--- config.mk ---
export PLATFORM = sky130hd
export DESIGN_NAME = hsdi_top
export DESIGN_NICKNAME = d
export VERILOG_FILES = /design/src/rtl/hsdi_pkg.sv /design/src/rtl/hsdi_fifo_if.sv /design/src/rtl/hsdi_top.sv /design/src/rtl/hsdi_fifo.sv
export SDC_FILE = /design/constraint.sdc
export NUM_CORES = 1
export LEC_CHECK = 0
export ABC_AREA = 1
export BUFFER_PORTS_ARGS = -buffer_cell sky130_fd_sc_hd__buf_2
export CELL_PAD_IN_SITES_DETAIL_PLACEMENT = 1
export CELL_PAD_IN_SITES_GLOBAL_PLACEMENT = 2
export CORE_ASPECT_RATIO = 0.75
export CORE_MARGIN = 1
export CORE_UTILIZATION = 25
export DETAILED_ROUTE_END_ITERATION = 16
export PLACE_DENSITY = 0.56
export SLEW_MARGIN = 10
export SYNTH_ARGS = -nofsm -noshare
export SYNTH_HDL_FRONTEND = slang
export SYNTH_SLANG_ARGS = --single-unit
--- constraint.sdc ---
create_clock -name clk_sys -period 6.65 [get_ports clk_sys]
set_clock_uncertainty 0.1 [all_clocks]
set_input_delay 0.665 -clock clk_sys [delete_from_list [all_inputs] [get_ports clk_sys]]
set_output_delay 0.665 -clock clk_sys [all_outputs]
set_load 0.1 [all_outputs]
--- src/rtl/hsdi_pkg.sv ---
package hsdi_pkg;
    // ==========================================
    // Widths
    localparam int HOST_W   = 16;
    localparam int WORD_W   = 12;
    localparam int FIFO_DEPTH = 8;

    // ==========================================
    // Command register fields
    localparam int CMD_DEST_LSB  = 0;
    localparam int CMD_FRAME_BIT = 2;
    localparam int CMD_SWRST_BIT = 15;
    localparam logic [1:0] DEST_TX_HOLD = 2'h0;
    localparam logic [1:0] DEST_DEBUG1  = 2'h1;
    localparam logic [1:0] DEST_DEBUG2  = 2'h2;
    localparam logic [1:0] DEST_DEBUG3  = 2'h3;

    // ==========================================
    // Status register fields
    localparam int STAT_RX_READY = 15;
    localparam int STAT_RX_OVR   = 14;
    localparam int STAT_TX_EMPTY = 13;
    localparam int STAT_TX_UNDER = 12;
    localparam int STAT_FRAME    = 11;

    // ==========================================
    // Clock division counts
    localparam int DIV_432      = 180;
    localparam logic [7:0] DIV_432_LAST = 8'(DIV_432 - 1);
    localparam int BITS_PER_WORD = 12;
    localparam logic [3:0] WORD_LAST = 4'(BITS_PER_WORD - 1);

    // ==========================================
    // Reset values
    localparam logic [HOST_W-1:0] HOST_ZERO = 16'h0000;
    localparam logic [WORD_W-1:0] WORD_ZERO = 12'h000;
endpackage

--- src/rtl/hsdi_fifo_if.sv ---
`timescale 1ns/1ps
`default_nettype none
// ==========================================
// Transmit word path between block and FIFO
interface hsdi_fifo_if;
    logic                      inValid;
    logic                      inReady;
    logic [hsdi_pkg::HOST_W-1:0] inData;
    logic                      outValid;
    logic                      outReady;
    logic [hsdi_pkg::HOST_W-1:0] outData;
    modport source (output inValid, input inReady, output inData,
                    input outValid, output outReady, input outData);
    modport fifo   (input inValid, output inReady, input inData,
                    output outValid, input outReady, output outData);
endinterface
`default_nettype wire

--- src/rtl/hsdi_top.sv ---
`timescale 1ns/1ps
`default_nettype none
// ==========================================
// Host port, command/status and serial word converter
module hsdi_top (
    input  wire logic                        clk_sys,
    input  wire logic                        reset_n,
    input  wire logic                        ioAccessStrobeN,
    input  wire logic                        hostWriteNotRead,
    input  wire logic [3:0]                  hostAddr,
    input  wire logic [hsdi_pkg::HOST_W-1:0] hostDataIn,
    output logic      [hsdi_pkg::HOST_W-1:0] hostDataOut,
    output logic                             hostDataOe,
    output logic                             busBufferEnableN,
    input  wire logic [2:0]                  baseAddrSwitch,
    input  wire logic                        clockSourceSelect,
    input  wire logic                        extClk2400,
    input  wire logic                        extClk432,
    input  wire logic                        serialDataIn,
    output logic                             serialDataOut,
    input  wire logic                        frameRefPulse,
    output logic                             frameRefPulseOut,
    output logic                             txHoldReady,
    output logic      [hsdi_pkg::HOST_W-1:0] debugLatch1,
    output logic      [hsdi_pkg::HOST_W-1:0] debugLatch2,
    output logic      [hsdi_pkg::HOST_W-1:0] debugLatch3
);
    import hsdi_pkg::*;

    // ==========================================
    // Pin synchronisers
    localparam int PIN_W = 30;
    logic [PIN_W-1:0] pinMeta_r;
    logic [PIN_W-1:0] pinSync_r;

    // Two flops on every pin before use
    always_ff @(posedge clk_sys or negedge reset_n) begin
        if (!reset_n) begin
            pinMeta_r <= '1;
            pinSync_r <= '1;
        end else begin
            pinMeta_r <= {ioAccessStrobeN, hostWriteNotRead, hostAddr,
                          hostDataIn, baseAddrSwitch, clockSourceSelect,
                          extClk2400, extClk432, serialDataIn,
                          frameRefPulse};
            pinSync_r <= pinMeta_r;
        end
    end

    logic              strobeN_s;
    logic              wnr_s;
    logic [3:0]        addr_s;
    logic [HOST_W-1:0] data_s;
    logic [2:0]        base_s;
    logic              clkSel_s;
    logic              clk2400_s;
    logic              clk432_s;
    logic              rxIn_s;
    logic              frameIn_s;
    assign {strobeN_s, wnr_s, addr_s, data_s, base_s, clkSel_s,
            clk2400_s, clk432_s, rxIn_s, frameIn_s} = pinSync_r;

    // ==========================================
    // Address decode
    logic hit;
    logic writeDataSelectN;
    logic readDataSelectN;
    logic writeCommandSelectN;
    logic readStatusSelectN;
    assign hit = !strobeN_s && (addr_s[3:1] == base_s);
    assign writeDataSelectN    = !(hit && !wnr_s && !addr_s[0]);
    assign readDataSelectN     = !(hit &&  wnr_s && !addr_s[0]);
    assign writeCommandSelectN = !(hit && !wnr_s &&  addr_s[0]);
    assign readStatusSelectN   = !(hit &&  wnr_s &&  addr_s[0]);

    // Previous selects and data held during access
    logic              wrDataSelN_q;
    logic              rdDataSelN_q;
    logic              wrCmdSelN_q;
    logic              rdStatSelN_q;
    logic [HOST_W-1:0] dataLast_r;
    always_ff @(posedge clk_sys or negedge reset_n) begin
        if (!reset_n) begin
            wrDataSelN_q <= 1'b1;
            rdDataSelN_q <= 1'b1;
            wrCmdSelN_q  <= 1'b1;
            rdStatSelN_q <= 1'b1;
            dataLast_r   <= HOST_ZERO;
        end else begin
            wrDataSelN_q <= writeDataSelectN;
            rdDataSelN_q <= readDataSelectN;
            wrCmdSelN_q  <= writeCommandSelectN;
            rdStatSelN_q <= readStatusSelectN;
            if (hit) begin
                dataLast_r <= data_s;
            end
        end
    end

    // Access ends on the rising edge of a select
    logic wrDataEnd;
    logic rdDataEnd;
    logic wrCmdEnd;
    logic rdStatEnd;
    assign wrDataEnd = writeDataSelectN && !wrDataSelN_q;
    assign rdDataEnd = readDataSelectN && !rdDataSelN_q;
    assign wrCmdEnd  = writeCommandSelectN && !wrCmdSelN_q;
    assign rdStatEnd = readStatusSelectN && !rdStatSelN_q;

    // Data buffer enable, low only while addressed
    always_ff @(posedge clk_sys or negedge reset_n) begin
        if (!reset_n) begin
            busBufferEnableN <= 1'b1;
        end else begin
            busBufferEnableN <= !hit;
        end
    end

    // ==========================================
    // Command register
    logic [1:0] destSel_r;
    logic       swReset_r;
    logic       boardRst;
    always_ff @(posedge clk_sys or negedge reset_n) begin
        if (!reset_n) begin
            destSel_r        <= DEST_TX_HOLD;
            frameRefPulseOut <= 1'b0;
            swReset_r        <= 1'b0;
        end else if (wrCmdEnd) begin
            destSel_r        <= dataLast_r[CMD_DEST_LSB +: 2];
            frameRefPulseOut <= dataLast_r[CMD_FRAME_BIT];
            swReset_r        <= dataLast_r[CMD_SWRST_BIT];
        end
    end
    // Host reset is the async reset; software bit clears synchronously
    assign boardRst = swReset_r;

    // ==========================================
    // Write data destination decode
    logic txHoldSel;
    logic [2:0] debugSel;
    assign txHoldSel   = wrDataEnd && (destSel_r == DEST_TX_HOLD);
    assign debugSel[0] = wrDataEnd && (destSel_r == DEST_DEBUG1);
    assign debugSel[1] = wrDataEnd && (destSel_r == DEST_DEBUG2);
    assign debugSel[2] = wrDataEnd && (destSel_r == DEST_DEBUG3);

    // Debug latches, cleared by host reset only
    always_ff @(posedge clk_sys or negedge reset_n) begin
        if (!reset_n) begin
            debugLatch1 <= HOST_ZERO;
            debugLatch2 <= HOST_ZERO;
            debugLatch3 <= HOST_ZERO;
        end else begin
            if (debugSel[0]) debugLatch1 <= dataLast_r;
            if (debugSel[1]) debugLatch2 <= dataLast_r;
            if (debugSel[2]) debugLatch3 <= dataLast_r;
        end
    end

    // ==========================================
    // Bit and word clock enables
    logic       clk2400_q;
    logic       clk432_q;
    logic [7:0] div432_r;
    logic [3:0] bitCnt_r;
    logic       tick432;
    logic       bitTick;
    logic       wordTick;
    always_ff @(posedge clk_sys or negedge reset_n) begin
        if (!reset_n) begin
            clk2400_q <= 1'b1; // Match sync preload: no edge after reset
            clk432_q  <= 1'b1;
        end else begin
            clk2400_q <= clk2400_s;
            clk432_q  <= clk432_s;
        end
    end
    assign tick432 = clk432_s && !clk432_q && (div432_r == DIV_432_LAST);
    assign bitTick = clkSel_s ? (clk2400_s && !clk2400_q) : tick432;
    assign wordTick = bitTick && (bitCnt_r == WORD_LAST);

    // Divide 432 kHz edges by 180 and bit ticks by 12
    always_ff @(posedge clk_sys or negedge reset_n) begin
        if (!reset_n) begin
            div432_r <= 8'h00;
            bitCnt_r <= 4'h0;
        end else if (boardRst) begin
            div432_r <= 8'h00;
            bitCnt_r <= 4'h0;
        end else begin
            if (clk432_s && !clk432_q) begin
                div432_r <= (div432_r == DIV_432_LAST) ? 8'h00
                                                       : div432_r + 8'h01;
            end
            if (bitTick) begin
                bitCnt_r <= (bitCnt_r == WORD_LAST) ? 4'h0
                                                    : bitCnt_r + 4'h1;
            end
        end
    end

    // ==========================================
    // Transmit path: hold FIFO then shifter
    hsdi_fifo_if txq ();
    assign txq.inValid  = txHoldSel;
    assign txq.inData   = dataLast_r;
    assign txq.outReady = wordTick;
    assign txHoldReady  = txq.inReady;

    hsdi_fifo #(.WIDTH(HOST_W), .DEPTH(FIFO_DEPTH)) txFifo (
        .clk_sys (clk_sys),
        .reset_n (reset_n),
        .flush   (boardRst),
        .port    (txq)
    );

    logic [WORD_W-1:0] txWord_r;
    logic [WORD_W-1:0] txShift_r;
    // Reload on word tick, else shift right so LSB leaves first
    always_ff @(posedge clk_sys or negedge reset_n) begin
        if (!reset_n) begin
            txWord_r  <= WORD_ZERO;
            txShift_r <= WORD_ZERO;
        end else if (boardRst) begin
            txWord_r  <= WORD_ZERO;
            txShift_r <= WORD_ZERO;
        end else if (wordTick) begin
            if (txq.outValid) begin
                txWord_r  <= txq.outData[WORD_W-1:0];
                txShift_r <= txq.outData[WORD_W-1:0];
            end else begin
                txShift_r <= txWord_r;
            end
        end else if (bitTick) begin
            txShift_r <= {1'b0, txShift_r[WORD_W-1:1]};
        end
    end
    assign serialDataOut = txShift_r[0];

    // Transmit empty and underflow flags; set wins over clear
    logic txEmpty_r;
    logic txUnder_r;
    always_ff @(posedge clk_sys or negedge reset_n) begin
        if (!reset_n) begin
            txEmpty_r <= 1'b0;
            txUnder_r <= 1'b0;
        end else if (boardRst) begin
            txEmpty_r <= 1'b0;
            txUnder_r <= 1'b0;
        end else if (wordTick) begin
            txEmpty_r <= 1'b1;
            txUnder_r <= txUnder_r || txEmpty_r;
        end else if (txHoldSel) begin
            txEmpty_r <= 1'b0;
            txUnder_r <= 1'b0;
        end
    end

    // ==========================================
    // Receive path
    logic [WORD_W-1:0] rxShift_r;
    logic [WORD_W-1:0] rxLatch_r;
    logic [WORD_W-1:0] rxShiftNxt;
    assign rxShiftNxt = {rxIn_s, rxShift_r[WORD_W-1:1]};
    always_ff @(posedge clk_sys or negedge reset_n) begin
        if (!reset_n) begin
            rxShift_r <= WORD_ZERO;
            rxLatch_r <= WORD_ZERO;
        end else if (boardRst) begin
            rxShift_r <= WORD_ZERO;
            rxLatch_r <= WORD_ZERO;
        end else if (bitTick) begin
            rxShift_r <= rxShiftNxt;
            if (wordTick) begin
                rxLatch_r <= rxShiftNxt;
            end
        end
    end

    // Receive ready and overflow flags; set wins over clear
    logic rxReady_r;
    logic status_rx_overflow_r;
    always_ff @(posedge clk_sys or negedge reset_n) begin
        if (!reset_n) begin
            rxReady_r <= 1'b0;
            status_rx_overflow_r   <= 1'b0;
        end else if (boardRst) begin
            rxReady_r <= 1'b0;
            status_rx_overflow_r   <= 1'b0;
        end else begin
            if (wordTick) begin
                rxReady_r <= 1'b1;
            end else if (rdDataEnd) begin
                rxReady_r <= 1'b0;
            end
            if (wordTick && rxReady_r) begin
                status_rx_overflow_r <= 1'b1;
            end else if (rdStatEnd) begin
                status_rx_overflow_r <= 1'b0;
            end
        end
    end

    // ==========================================
    // Read multiplexer onto host data
    logic [HOST_W-1:0] statusWord;
    always_comb begin
        statusWord = HOST_ZERO;
        statusWord[STAT_RX_READY] = rxReady_r;
        statusWord[STAT_RX_OVR]   = status_rx_overflow_r;
        statusWord[STAT_TX_EMPTY] = txEmpty_r;
        statusWord[STAT_TX_UNDER] = txUnder_r;
        statusWord[STAT_FRAME]    = frameIn_s;
    end

    always_ff @(posedge clk_sys or negedge reset_n) begin
        if (!reset_n) begin
            hostDataOut <= HOST_ZERO;
            hostDataOe  <= 1'b0;
        end else begin
            hostDataOe <= !readDataSelectN || !readStatusSelectN;
            if (!readDataSelectN) begin
                hostDataOut <= {4'h0, rxLatch_r};
            end else if (!readStatusSelectN) begin
                hostDataOut <= statusWord;
            end else begin
                hostDataOut <= HOST_ZERO;
            end
        end
    end
endmodule
`default_nettype wire

--- src/rtl/hsdi_fifo.sv ---
`timescale 1ns/1ps
`default_nettype none
// ==========================================
// Synchronous FIFO in flip-flops
module hsdi_fifo #(
    parameter int WIDTH = 16,
    parameter int DEPTH = 8
) (
    input  wire logic clk_sys,
    input  wire logic reset_n,
    input  wire logic flush,
    hsdi_fifo_if.fifo port
);
    import hsdi_pkg::*;
    localparam int AW = $clog2(DEPTH);
    localparam int CW = $clog2(DEPTH + 1);
    localparam logic [CW-1:0] FULL_CNT = CW'(DEPTH);
    localparam logic [AW-1:0] LAST_IDX = AW'(DEPTH - 1);

    logic [WIDTH-1:0] mem [DEPTH];
    logic [AW-1:0]    wrIdx_r;
    logic [AW-1:0]    rdIdx_r;
    logic [CW-1:0]    count_r;
    logic             doPush;
    logic             doPop;

    // Handshake terms
    assign port.inReady  = (count_r != FULL_CNT);
    assign port.outValid = (count_r != '0);
    assign port.outData  = mem[rdIdx_r];
    assign doPush = port.inValid && port.inReady;
    assign doPop  = port.outValid && port.outReady;

    // Storage write
    always_ff @(posedge clk_sys) begin
        if (doPush) begin
            mem[wrIdx_r] <= port.inData;
        end
    end

    // Pointers and fill count
    always_ff @(posedge clk_sys or negedge reset_n) begin
        if (!reset_n) begin
            wrIdx_r <= '0;
            rdIdx_r <= '0;
            count_r <= '0;
        end else if (flush) begin
            wrIdx_r <= '0;
            rdIdx_r <= '0;
            count_r <= '0;
        end else begin
            if (doPush) begin
                wrIdx_r <= (wrIdx_r == LAST_IDX) ? '0 : wrIdx_r + 1'b1;
            end
            if (doPop) begin
                rdIdx_r <= (rdIdx_r == LAST_IDX) ? '0 : rdIdx_r + 1'b1;
            end
            if (doPush && !doPop) begin
                count_r <= count_r + 1'b1;
            end else if (doPop && !doPush) begin
                count_r <= count_r - 1'b1;
            end
        end
    end
endmodule
`default_nettype wire

==> results.md, run 1 <==
- The flow ran to the end, and the final reports show no timing, DRC or antenna violations.
- For this design the ratio of total power to cell area is 348 nW/um^2.
- The cell area after synthesis is roughly 12000 sq um.
- The first detailed-routing pass ran for 4 iterations.
- After detailed routing, the number of remaining DRC violations is 0.
- Routability-driven placement finished with a final weighted congestion of a little over 0.7.
- The number of global-route vias before repair came to 8174.
- The number of buffers added by the clock tree synthesis step is 36.
- Synthesis produced a netlist with a net count of ~1100.
- The worst-case IR drop observed on VDD is about 150 uV.
- The worst register-to-register path has a setup slack of around 3.6 ns.
- The initial antenna violation count is 0.
- The number of cells on the worst reg-to-reg path is 8.
- The global-route congestion overflow total is 0.
- The maximum number of pins on one net before global-route repair is between 150 and 200.
- The top-area cell type share of the netlist area is 32.8%.
- The area taken by multi-input logic gates is 2890 sq um.
- The die covers between 40000 and 50000 sq um.
- The clock tree from TritonCTS is done.
- By area the synthesized netlist is led by dfrtp_1 (33%), edfxtp_1 (24%), dfstp_2 (15%).
- For the worst setup path, the data required time is about 6.9 ns.
- The root cell of the clock tree is clkbuf_16.
- The shortest clock period the worst path allows after layout is roughly 3 ns.
- From synthesis to final layout, the design area changed by 20.2%.
- The area of all sequential standard cells is 8600 sq um.
- The most frequently used flop master after synthesis is dfrtp_1.
- Counting flops with a built-in enable in the synthesized netlist gives 96.
- During I/O placement, the number of pins put on the boundary was 101.
- Before CTS, the worst setup slack after placement is around 3.4 ns.
- The filler cells instantiated in the layout total 5269.
- The floorplan die width is ~260 um.
- Synthesis inferred around 320 register bits.
- The reported leakage power is around 6.3 nW.
- For this configuration, the core starts out at a cell density of 25.4%.
- The share of flip-flops with an asynchronous set or reset is 70.1%.
- Synthesis produced a netlist whose cell count is a little over 1000.
- The peak clock frequency supported by timing is approximately 320 MHz.
- The detail-routed via count per cell is ~4.3.
- The worst setup path is launched from a register.
- The first global-routing pass estimated just under 50 mm of wire.
- The count of different cell masters after synthesis is between 40 and 50.
- The number of H-tree levels is 2.
- The clock slew at the register clock pins of the worst setup and hold paths is about 0.06 ns.
- At the pin with the least slew margin, the transition time is roughly 1.1 ns.
- The arrival time reported for the critical path endpoint is roughly 3.4 ns.
- For this run, the post-layout net count is between 1000 and 1500.
- The total number of clock tree sinks is ~320.
- STA classifies the critical path endpoint as a register.
- The final worst hold slack is between 0.1 and 0.15 ns.
- For the worst-skew pair, the clock arrives at the later sink with an insertion delay of around 0.54 ns.
- Summing over every cut layer, the via total after detailed routing is ~7800.
- The maximum clock path buffer count is 3.
- The worst-case headroom to the max-slew limit is 23.2%.
- During placement, the flow inserted port buffers numbering 100.
- The number of pins exceeding their max-slew limit in the final report was 0.
- In this run the vertical extent of the chip is 192 um.
- Each instance of the synthesized netlist takes up on average 11.7 sq um.
- Setup violations remaining at the end of the flow were counted as 0.
- The number of rows created at floorplan is just under 70.
- dfrtp_1 takes more of the synthesized area than any other cell.
- The class of the worst hold path is input pin to register.
- The worst register-to-register path ends at txShift_r[0]$_DFFE_PN0P_.
- The total of cells resized after clock tree synthesis is 0.
- After layout, the worst setup slack is roughly 3.6 ns.
- The worst setup path category is register to register.
- Once detail routing completed, the nets flagged for antenna violations numbered 0.
- Setup repair after global routing left no endpoint under its margin.
- The start of the worst register-to-register path is txFifo.rdIdx_r[0]$_DFFE_PN0P_.
- Dividing the detail-routed wire length by the instance count gives roughly 17 um.
- Across every metal layer, demand over resource in global routing totals roughly 13%.
- The warning count from the yosys run is 0.
- The worst hold path endpoint is pinMeta_r[19]$_DFF_PN1_.
- After legalization and detailed placement, the total HPWL measured between 15 and 20 mm.
- The largest fanout of any net on the critical path is 50.
- The count of endpoints failing hold in the final timing report was 0.
- The worst path uses roughly 46% of the clock period.
- The max-cap check violation count is 0.
- The critical hold path startpoint is hostDataIn[11].
- Adding up every negative setup slack in the final design gives 0 ns.
- The total core area is about 47000 sq um.
- The most frequent cell after synthesis is dfrtp_1.
- The detailed router finished its first iteration with ~440 violations.
- The fraction of final layout cells with drive strength greater than 1 is a little under a quarter.
- After synthesis, the most frequently instantiated cells are dfrtp_1 (158), nand2_1 (157), o21ai_0 (152).
- For this run, the register share of the synthesized area comes to 71.2%.
- Along the worst hold path, the cell count comes to 1.
- The wire length reported by the detailed router is a little over 30 mm.
## worst max-delay path by stage
stage | start | to
CTS | pinSync_r[5]$_DFF_PN1_ | debugLatch1[15]$_DFFE_PN0P_
finish | txFifo.rdIdx_r[0]$_DFFE_PN0P_ | txShift_r[0]$_DFFE_PN0P_
global placement | pinSync_r[26]$_DFF_PN1_ | debugLatch1[15]$_DFFE_PN0P_
detailed placement | pinSync_r[26]$_DFF_PN1_ | debugLatch1[12]$_DFFE_PN0P_
floorplan | txFifo.count_r[3]$_DFFE_PN0P_ | txFifo.mem[0][0]$_DFFE_PP_
global route | pinSync_r[5]$_DFF_PN1_ | debugLatch3[11]$_DFFE_PN0P_
## power by group
group / switching [mW] / internal, mW / total (mW)
Combinational: 0.500 / 0.162 / 0.662
Sequential: 0.126 / 2.23 / 2.35
Clock: 0.833 / 1.20 / 2.04
## layout by cell type (no fill, tap or decap), types with 2 or more instances in the layout
cell	netlist	final
o21ai_1	5	5
dfstp_2	67	67
inv_2	2	2
clkbuf_8	0	4
nand3_1	39	38
ha_1	8	8
clkbuf_1	27	9
buf_4	0	6
nor3_1	7	7
inv_1	106	105
nand3_2	1	2
bufinv_16	0	3
buf_2	13	99
clkinv_1	0	2
nor2_1	91	85
dfrtp_1	158	157
o211ai_2	7	7
nor3_2	2	2
nand2_4	4	4
o22ai_1	35	35
nor2_2	3	9
clkbuf_16	0	37
edfxtp_1	96	96
a22oi_1	3	3
or2_2	2	2
clkinv_2	1	4
xor2_1	3	3
nand4_1	7	7
a31oi_1	3	3
o21ai_0	152	152
a22oi_2	7	7
clkinvlp_4	0	3
nand2_1	157	157
a221oi_1	2	2
clkinv_4	1	3
a21oi_1	9	9
o211ai_1	6	6
## through the flow
stage | instances | cell area (sq um) | util [%] | power [mW]
after detailed placement | 1739 | 13300 | 28.0 | 3.07
after floorplan | 1036 | 12100 | - | 2.81
after global routing | 1806 | 14500 | 30.5 | 5.31
final | 1807 | 14500 | 30.5 | 5.05
after CTS | 1806 | 14500 | 30.5 | 5.15
after global placement | 1739 | 13300 | 28.0 | 3.06
## what timing repair did
item,4_1_cts,5_1_grt
hold endpoints to repair,4,0
hold buffers,1,0
buffers inserted,0,0
## cell families (layout without fill, tap and decap cells)
logic type | Yosys count | after routing | share of synthesized area (%)
and+or+nand+nor | 317 | 317 | 11.2
AOI/OAI and AO/OA | 232 | 232 | 11.2
DFF | 321 | 321 | 71.2
other | 0 | 1 | 0
buffers and inverters | 153 | 284 | 5.04
xor gates and xnor gates | 4 | 4 | 0.290
adders and majority gates | 9 | 9 | 0.995
## area by class of cell
cell class	instances	share of cell area, %
Antenna cell	1	0.0173
Clock buffer	50	7.00
Clock inverter	16	1.38
Inverter	110	2.89
Multi-Input combinational cell	562	19.9
Sequential cell	321	59.3
Tap cell	639	5.51
Timing Repair Buffer	108	4.04
## sequential cells by signal (all words and copies together) (netlist names), 4 cells and up
register,flops
rxLatch_r,12
txFifo.count_r,4
pinSync_r,30
txShift_r,12
div432_r,8
hostDataOut,16
bitCnt_r,4
debugLatch2,16
pinMeta_r,30
rxShift_r,11
dataLast_r,16
txWord_r,12
txFifo.mem,96
debugLatch1,16
debugLatch3,16
## worst max-delay path, stage by stage, from the launching register on
cell,delay (ns)
dfrtp_2,0.95
clkinv_1,0.58
buf_4,0.42
o21ai_0,0.20
o22ai_1,0.10
nand2_1,0.15
nand3_1,0.10
o211ai_1,0.17
a31oi_1,0.12
## routing by layer
metal	part of all wire, %	global-route usage (%)	vias to the layer above	wire length (um)
met4	2.2	3.89	0	670
met1	52	19.3	3926	16200
met5	0	0	-	0
met2	42	18.4	111	12900
li1	-	-	3700	-
met3	3.7	2.44	44	1150
(Power assumes the default switching activity.)
==> run 2: changes to the inputs <==
--- a/config.mk
+++ b/config.mk
@@ -5,7 +5,7 @@
 export SDC_FILE = /design/constraint.sdc
 export NUM_CORES = 1
 export LEC_CHECK = 0
-export ABC_AREA = 1
+export ABC_AREA = 0
 export BUFFER_PORTS_ARGS = -buffer_cell sky130_fd_sc_hd__buf_2
 export CELL_PAD_IN_SITES_DETAIL_PLACEMENT = 1
 export CELL_PAD_IN_SITES_GLOBAL_PLACEMENT = 2
@@ -13,7 +13,7 @@
 export CORE_MARGIN = 1
 export CORE_UTILIZATION = 25
 export DETAILED_ROUTE_END_ITERATION = 16
-export PLACE_DENSITY = 0.56
+export PLACE_DENSITY = 0.54
 export SLEW_MARGIN = 10
 export SYNTH_ARGS = -nofsm -noshare
 export SYNTH_HDL_FRONTEND = slang
==> constraint.sdc (replaced) <==
create_clock -name clk_sys -period 3.21 [get_ports clk_sys]
set_clock_uncertainty 0.1 [all_clocks]
set_input_delay 0.321 -clock clk_sys [delete_from_list [all_inputs] [get_ports clk_sys]]
set_output_delay 0.321 -clock clk_sys [all_outputs]
set_load 0.1 [all_outputs]
==> results.md, run 2 <==
- The class of the worst hold path is input pin to asynchronous set/reset pin (was input pin to register).
- The power share of the clock group was 39.7% (was 40.3%).
- The warning count from the yosys run was 0 (unchanged).
- The overall fraction of global-route tracks in use came to 11.9% (was 12.8%).
- The root cell of the clock tree is clkbuf_16 (unchanged).
- The cell area after synthesis is 12100 sq um (about the same).
- The proportion of power drawn by combinational gates is 11.5% (was 13.1%).
- The max-cap check violation count is 0 (unchanged).
- The number of remaining DRC errors came to 0 (unchanged).
- The area of all sequential standard cells was 8600 sq um (unchanged).
- The total inserted antenna cells is 0 (was 1).
- The post-synthesis share of cell area spent on xor and xnor gates was 0.567% (was 0.290%).
- The antenna violation net count after detailed routing is 0 (unchanged).
- The number of H-tree levels is 2 (unchanged).
- The register containing the most flip-flops in the final layout is txFifo.mem (unchanged).
- The number of iterations in the first detailed-routing pass is 4 (unchanged).
- The growth of design area from synthesis to finish is 24.8% (was 20.2%).
- The synthesized netlist net count is 835 (was 1077).
- The library cell contributing the largest single delay on the critical path is or3b_4 (was dfrtp_2).
- The most frequent cell after synthesis is dfrtp_1 (unchanged).
- The global-route congestion overflow total is 0 (unchanged).
- The number of pins exceeding their max-slew limit in the final report came to 0 (unchanged).
- The I/O pin count is 101 (unchanged).
- Outcome: completed (unchanged).
- The simple-gate share of the synthesized area was 7.68% (was 11.2%).
- The post-placement setup slack is 0.00616 ns (was 3.40 ns).
- The initial antenna violation count was 0 (unchanged).
- The total power is 10.6 mW (was 5.05 mW).
- The global placer's final weighted congestion is 0.700 (was 0.723).
- The peak supply drop came to 502 uV (was 154 uV).
- The total power divided by cell area is 699 nW/um^2 (was 348 nW/um^2).
- The arrival time reported for the critical path endpoint is 3.31 ns (was 3.35 ns).
- The area taken by multi-input logic gates is 3390 sq um (was 2890 sq um).
- The total core area is 47700 sq um (was 47500 sq um).
- The biggest area consumer among synthesized cells is dfrtp_1 (unchanged).
- The count of endpoints failing hold in the final timing report is 0 (unchanged).
- The worst setup path category is register to register (unchanged).
- The dominant combinational cell family by area after synthesis is multiplexers (was compound AO/OA/AOI/OAI gates).
- The top-area cell type share of the netlist area is 32.6% (was 32.8%).
- The net switching fraction of the power is 27.5% (was 28.9%).
- The number of violations reported at the end of detailed-routing iteration 0 is 381 (was 441).
- The number of flip-flops under the largest register name is 96 (unchanged).
- The clock tree from TritonCTS is done (unchanged).
- The mean post-synth cell area is 15.3 sq um (was 11.7 sq um).
- The area fraction in compound gates after synthesis came to 5.40% (was 11.2%).
- The most frequently used flop master after synthesis is dfrtp_1 (unchanged).
- The number of buffers added by the clock tree synthesis step is 36 (unchanged).
- The count of different cell masters after synthesis came to 52 (was 42).
- The synthesized instance count is 794 (was 1036).
- The launching element type of the critical path is a register (unchanged).
- The source-to-sink clock delay at the later pin of the worst-skew pair is 0.52 ns (was 0.54 ns).
- The overall die area is 49500 sq um (was 49200 sq um).
- The mean routed wirelength per cell came to 17.4 um (was 17.1 um).
- The initial core utilization is 25.5% (was 25.4%).
- The peak clock frequency supported by timing came to 333 MHz (was 324 MHz).
- Unrepaired setup endpoints after global routing: false (unchanged).
- The share of the clock period used by the worst path is 93.6% (was 46.4%).
- The final worst hold slack came to 0.253 ns (was 0.116 ns).
- The buffers plus inverters on the worst setup path is 1 (was 2).
- The maximum clock path buffer count is 3 (unchanged).
- The net switching power of the design is 2.91 mW (was 1.46 mW).
- The sequential share of power came to 48.8% (was 46.6%).
- The worst-case headroom to the max-slew limit was 55.3% (was 23.2%).
- The vertical die dimension came to 193 um (was 192 um).
- The count of nets after finishing is 1002 (was 1180).
- The number of filler cells placed in the layout is 5052 (was 5269).
- The floorplan die width is 257 um (was 256 um).
- The clock slew at the register clock pins of the worst setup and hold paths is 0.06 ns (about the same).
- The critical path's top delay family is simple AND/OR/NAND/NOR gates (was buffers and inverters).
- The number of synthesized flops with an enable pin is 96 (unchanged).
- The worst setup slack after layout came to 0.204 ns (was 3.56 ns).
- The shortest clock period the worst path allows after layout is 3.01 ns (was 3.09 ns).
- The reported leakage power is 6.26 nW (was 6.27 nW).
- The maximum cell stage delay along the critical path is 0.41 ns (was 0.95 ns).
- Ranking of synthesized cells by area: dfrtp_1 (33%), edfxtp_1 (24%), dfstp_2 (14%) (was dfrtp_1 (33%), edfxtp_1 (24%), dfstp_2 (15%)).
- The internal power is 7.69 mW (was 3.59 mW).
- The library cell used most frequently in the layout, excluding fill and tap cells, is dfrtp_1.
- The number of vias after detailed routing came to 6895 (was 7781).
- The mux share of post-synthesis cell area was 12.7% (was 0%).
- The total number of clock tree sinks is 321 (unchanged).
- The post-synthesis register bit count is 321 (unchanged).
- The setup TNS after final layout was 0 ns (unchanged).
- Critical path cell sequence: ha_4 > or3b_4 > nor4_4 > buf_4 > o21ai_1 > nand2_1 > ha_1 > a21o_1 > a21o_1 > and3_1 > mux2i_1 > mux2_2 (was clkinv_1 > buf_4 > o21ai_0 > o22ai_1 > nand2_1 > nand3_1 > o211ai_1 > a31oi_1).
- The wire length reported by the detailed router was 28.3 mm (was 30.9 mm).
- The largest fanout of any net on the critical path is 4 (was 50).
- The adder-cell share of the synthesized area was 0.989% (was 0.995%).
- The maximum number of pins on one net before global-route repair was 80 (was 158).
- The number of global-route vias before repair is 7544 (was 8174).
- The number of rows created at floorplan is 69 (unchanged).
- The final setup violation count is 0 (unchanged).
- Top cells by count, synth: dfrtp_1 (158), edfxtp_1 (96), nand2_1 (81) (was dfrtp_1 (158), nand2_1 (157), o21ai_0 (152)).
- The global-route wire length before repair is 45.4 mm (was 49.1 mm).
- The pin slew with the least headroom to its limit is 0.671 ns (was 1.15 ns).
- The share of flip-flops with an asynchronous set or reset was 70.1% (unchanged).
- The fraction of final layout cells with drive strength greater than 1 is 36.9% (was 23.3%).
- The number of input and output port buffers inserted is 100 (unchanged).
- The sequential cell area fraction in the yosys report is 70.8% (was 71.2%).
- Counting stages on the worst path, the most repeated cell is a21o_1.
- Largest registers: txFifo.mem x96, pinMeta_r x30, pinSync_r x30 (unchanged).
- The kind of end point of the critical path is a register (unchanged).
- The required time of the worst setup path is 3.51 ns (was 6.91 ns).
- Commonest non-fill, non-tap cells in the layout: dfrtp_1 (157), buf_2 (99), edfxtp_1 (96) (was nand2_1 (157), dfrtp_1 (157), o21ai_0 (152)).
- The sum of net half-perimeters after detailed placement is 17.9 mm (was 19.9 mm).
- The detail-routed via count per cell is 4.24 (was 4.31).
-- run 2: cell types whose count changed in the layout (fill, tap and decap cells not counted), moves of 53 or more --
cell | previous run | this run
inv_1 | 105 | 10
mux2_2 | 0 | 61
nand2_1 | 157 | 81
nor2_1 | 85 | 32
o21ai_0 | 152 | 36
-- run 2: cells by family (layout without fill, tap and decap cells) --
kind of cell,Yosys count,count (layout)
and+or+nand+nor,188,188
xor gates and xnor gates,7,7
AOI/OAI and AO/OA,110,110
adders and majority gates,9,9
buffers and inverters,47,242
DFF,321,321
muxes,112,112
-- run 2: timing repair --
action / CTS / global route
endpoints found under the hold margin: 94 / 0
buffers inserted: 0 / 1
pin swaps: 0 / 2
gates cloned: 0 / 0
resized for setup: 1 / 5
setup endpoints to repair: 1 / 1
hold buffers: 31 / 0
-- run 2: power by group through the flow --
stage | clock [mW] | sequential (mW) | combinational, mW
after floorplan | 0 | 5.35 | 0.555
after global placement | 0 | 5.24 | 1.18
after detailed placement | 0 | 5.25 | 1.19
after CTS | 4.37 | 5.18 | 1.23
after global routing | 4.52 | 5.25 | 1.35
final | 4.21 | 5.17 | 1.22
-- run 2: per-layer routing --
| layer | up-vias | part of all wire [%] | track usage (%) |
|---|---|---|---|
| met5 | - | 0 | 0 |
| met3 | 43 | 3.1 | 2.38 |
| met1 | 3559 | 51 | 17.4 |
| li1 | 3202 | - | - |
| met2 | 91 | 44 | 17.8 |
| met4 | 0 | 1.9 | 3.39 |
-- run 2: worst paths after layout --
check	from	end	slack, ns	cells after the start
max in group asynchronous	reset_n	rdDataSelN_q$_DFF_PN1_	1.77	3
setup / recovery	div432_r[0]$_DFFE_PN0P_	txFifo.count_r[3]$_DFFE_PN0P_	0.20	12
hold / removal	reset_n	dataLast_r[8]$_DFFE_PN0N_	0.25	2
setup reg to reg	div432_r[0]$_DFFE_PN0P_	txFifo.count_r[3]$_DFFE_PN0P_	0.20	12
hold reg to reg	pinMeta_r[26]$_DFF_PN1_	pinSync_r[26]$_DFF_PN1_	0.25	0
min in group clk_sys	pinMeta_r[26]$_DFF_PN1_	pinSync_r[26]$_DFF_PN1_	0.25	0
-- run 2: metrics by stage --
stage          util, %  std cells  area (sq um)
6_report          31.8       1628         15200
5_1_grt           31.8       1628         15200
2_1_floorplan        -        794         12200
3_3_place_gp      28.5       1530         13600
4_1_cts           31.8       1627         15100
3_5_place_dp      28.5       1530         13600
-- run 2: area by class of cell --
cell class	instances	area share [%]
Clock inverter	9	0.718
Tap cell	639	5.27
Inverter	10	0.248
Timing Repair Buffer	166	7.31
Sequential cell	321	56.7
Clock buffer	57	7.42
Multi-Input combinational cell	426	22.3
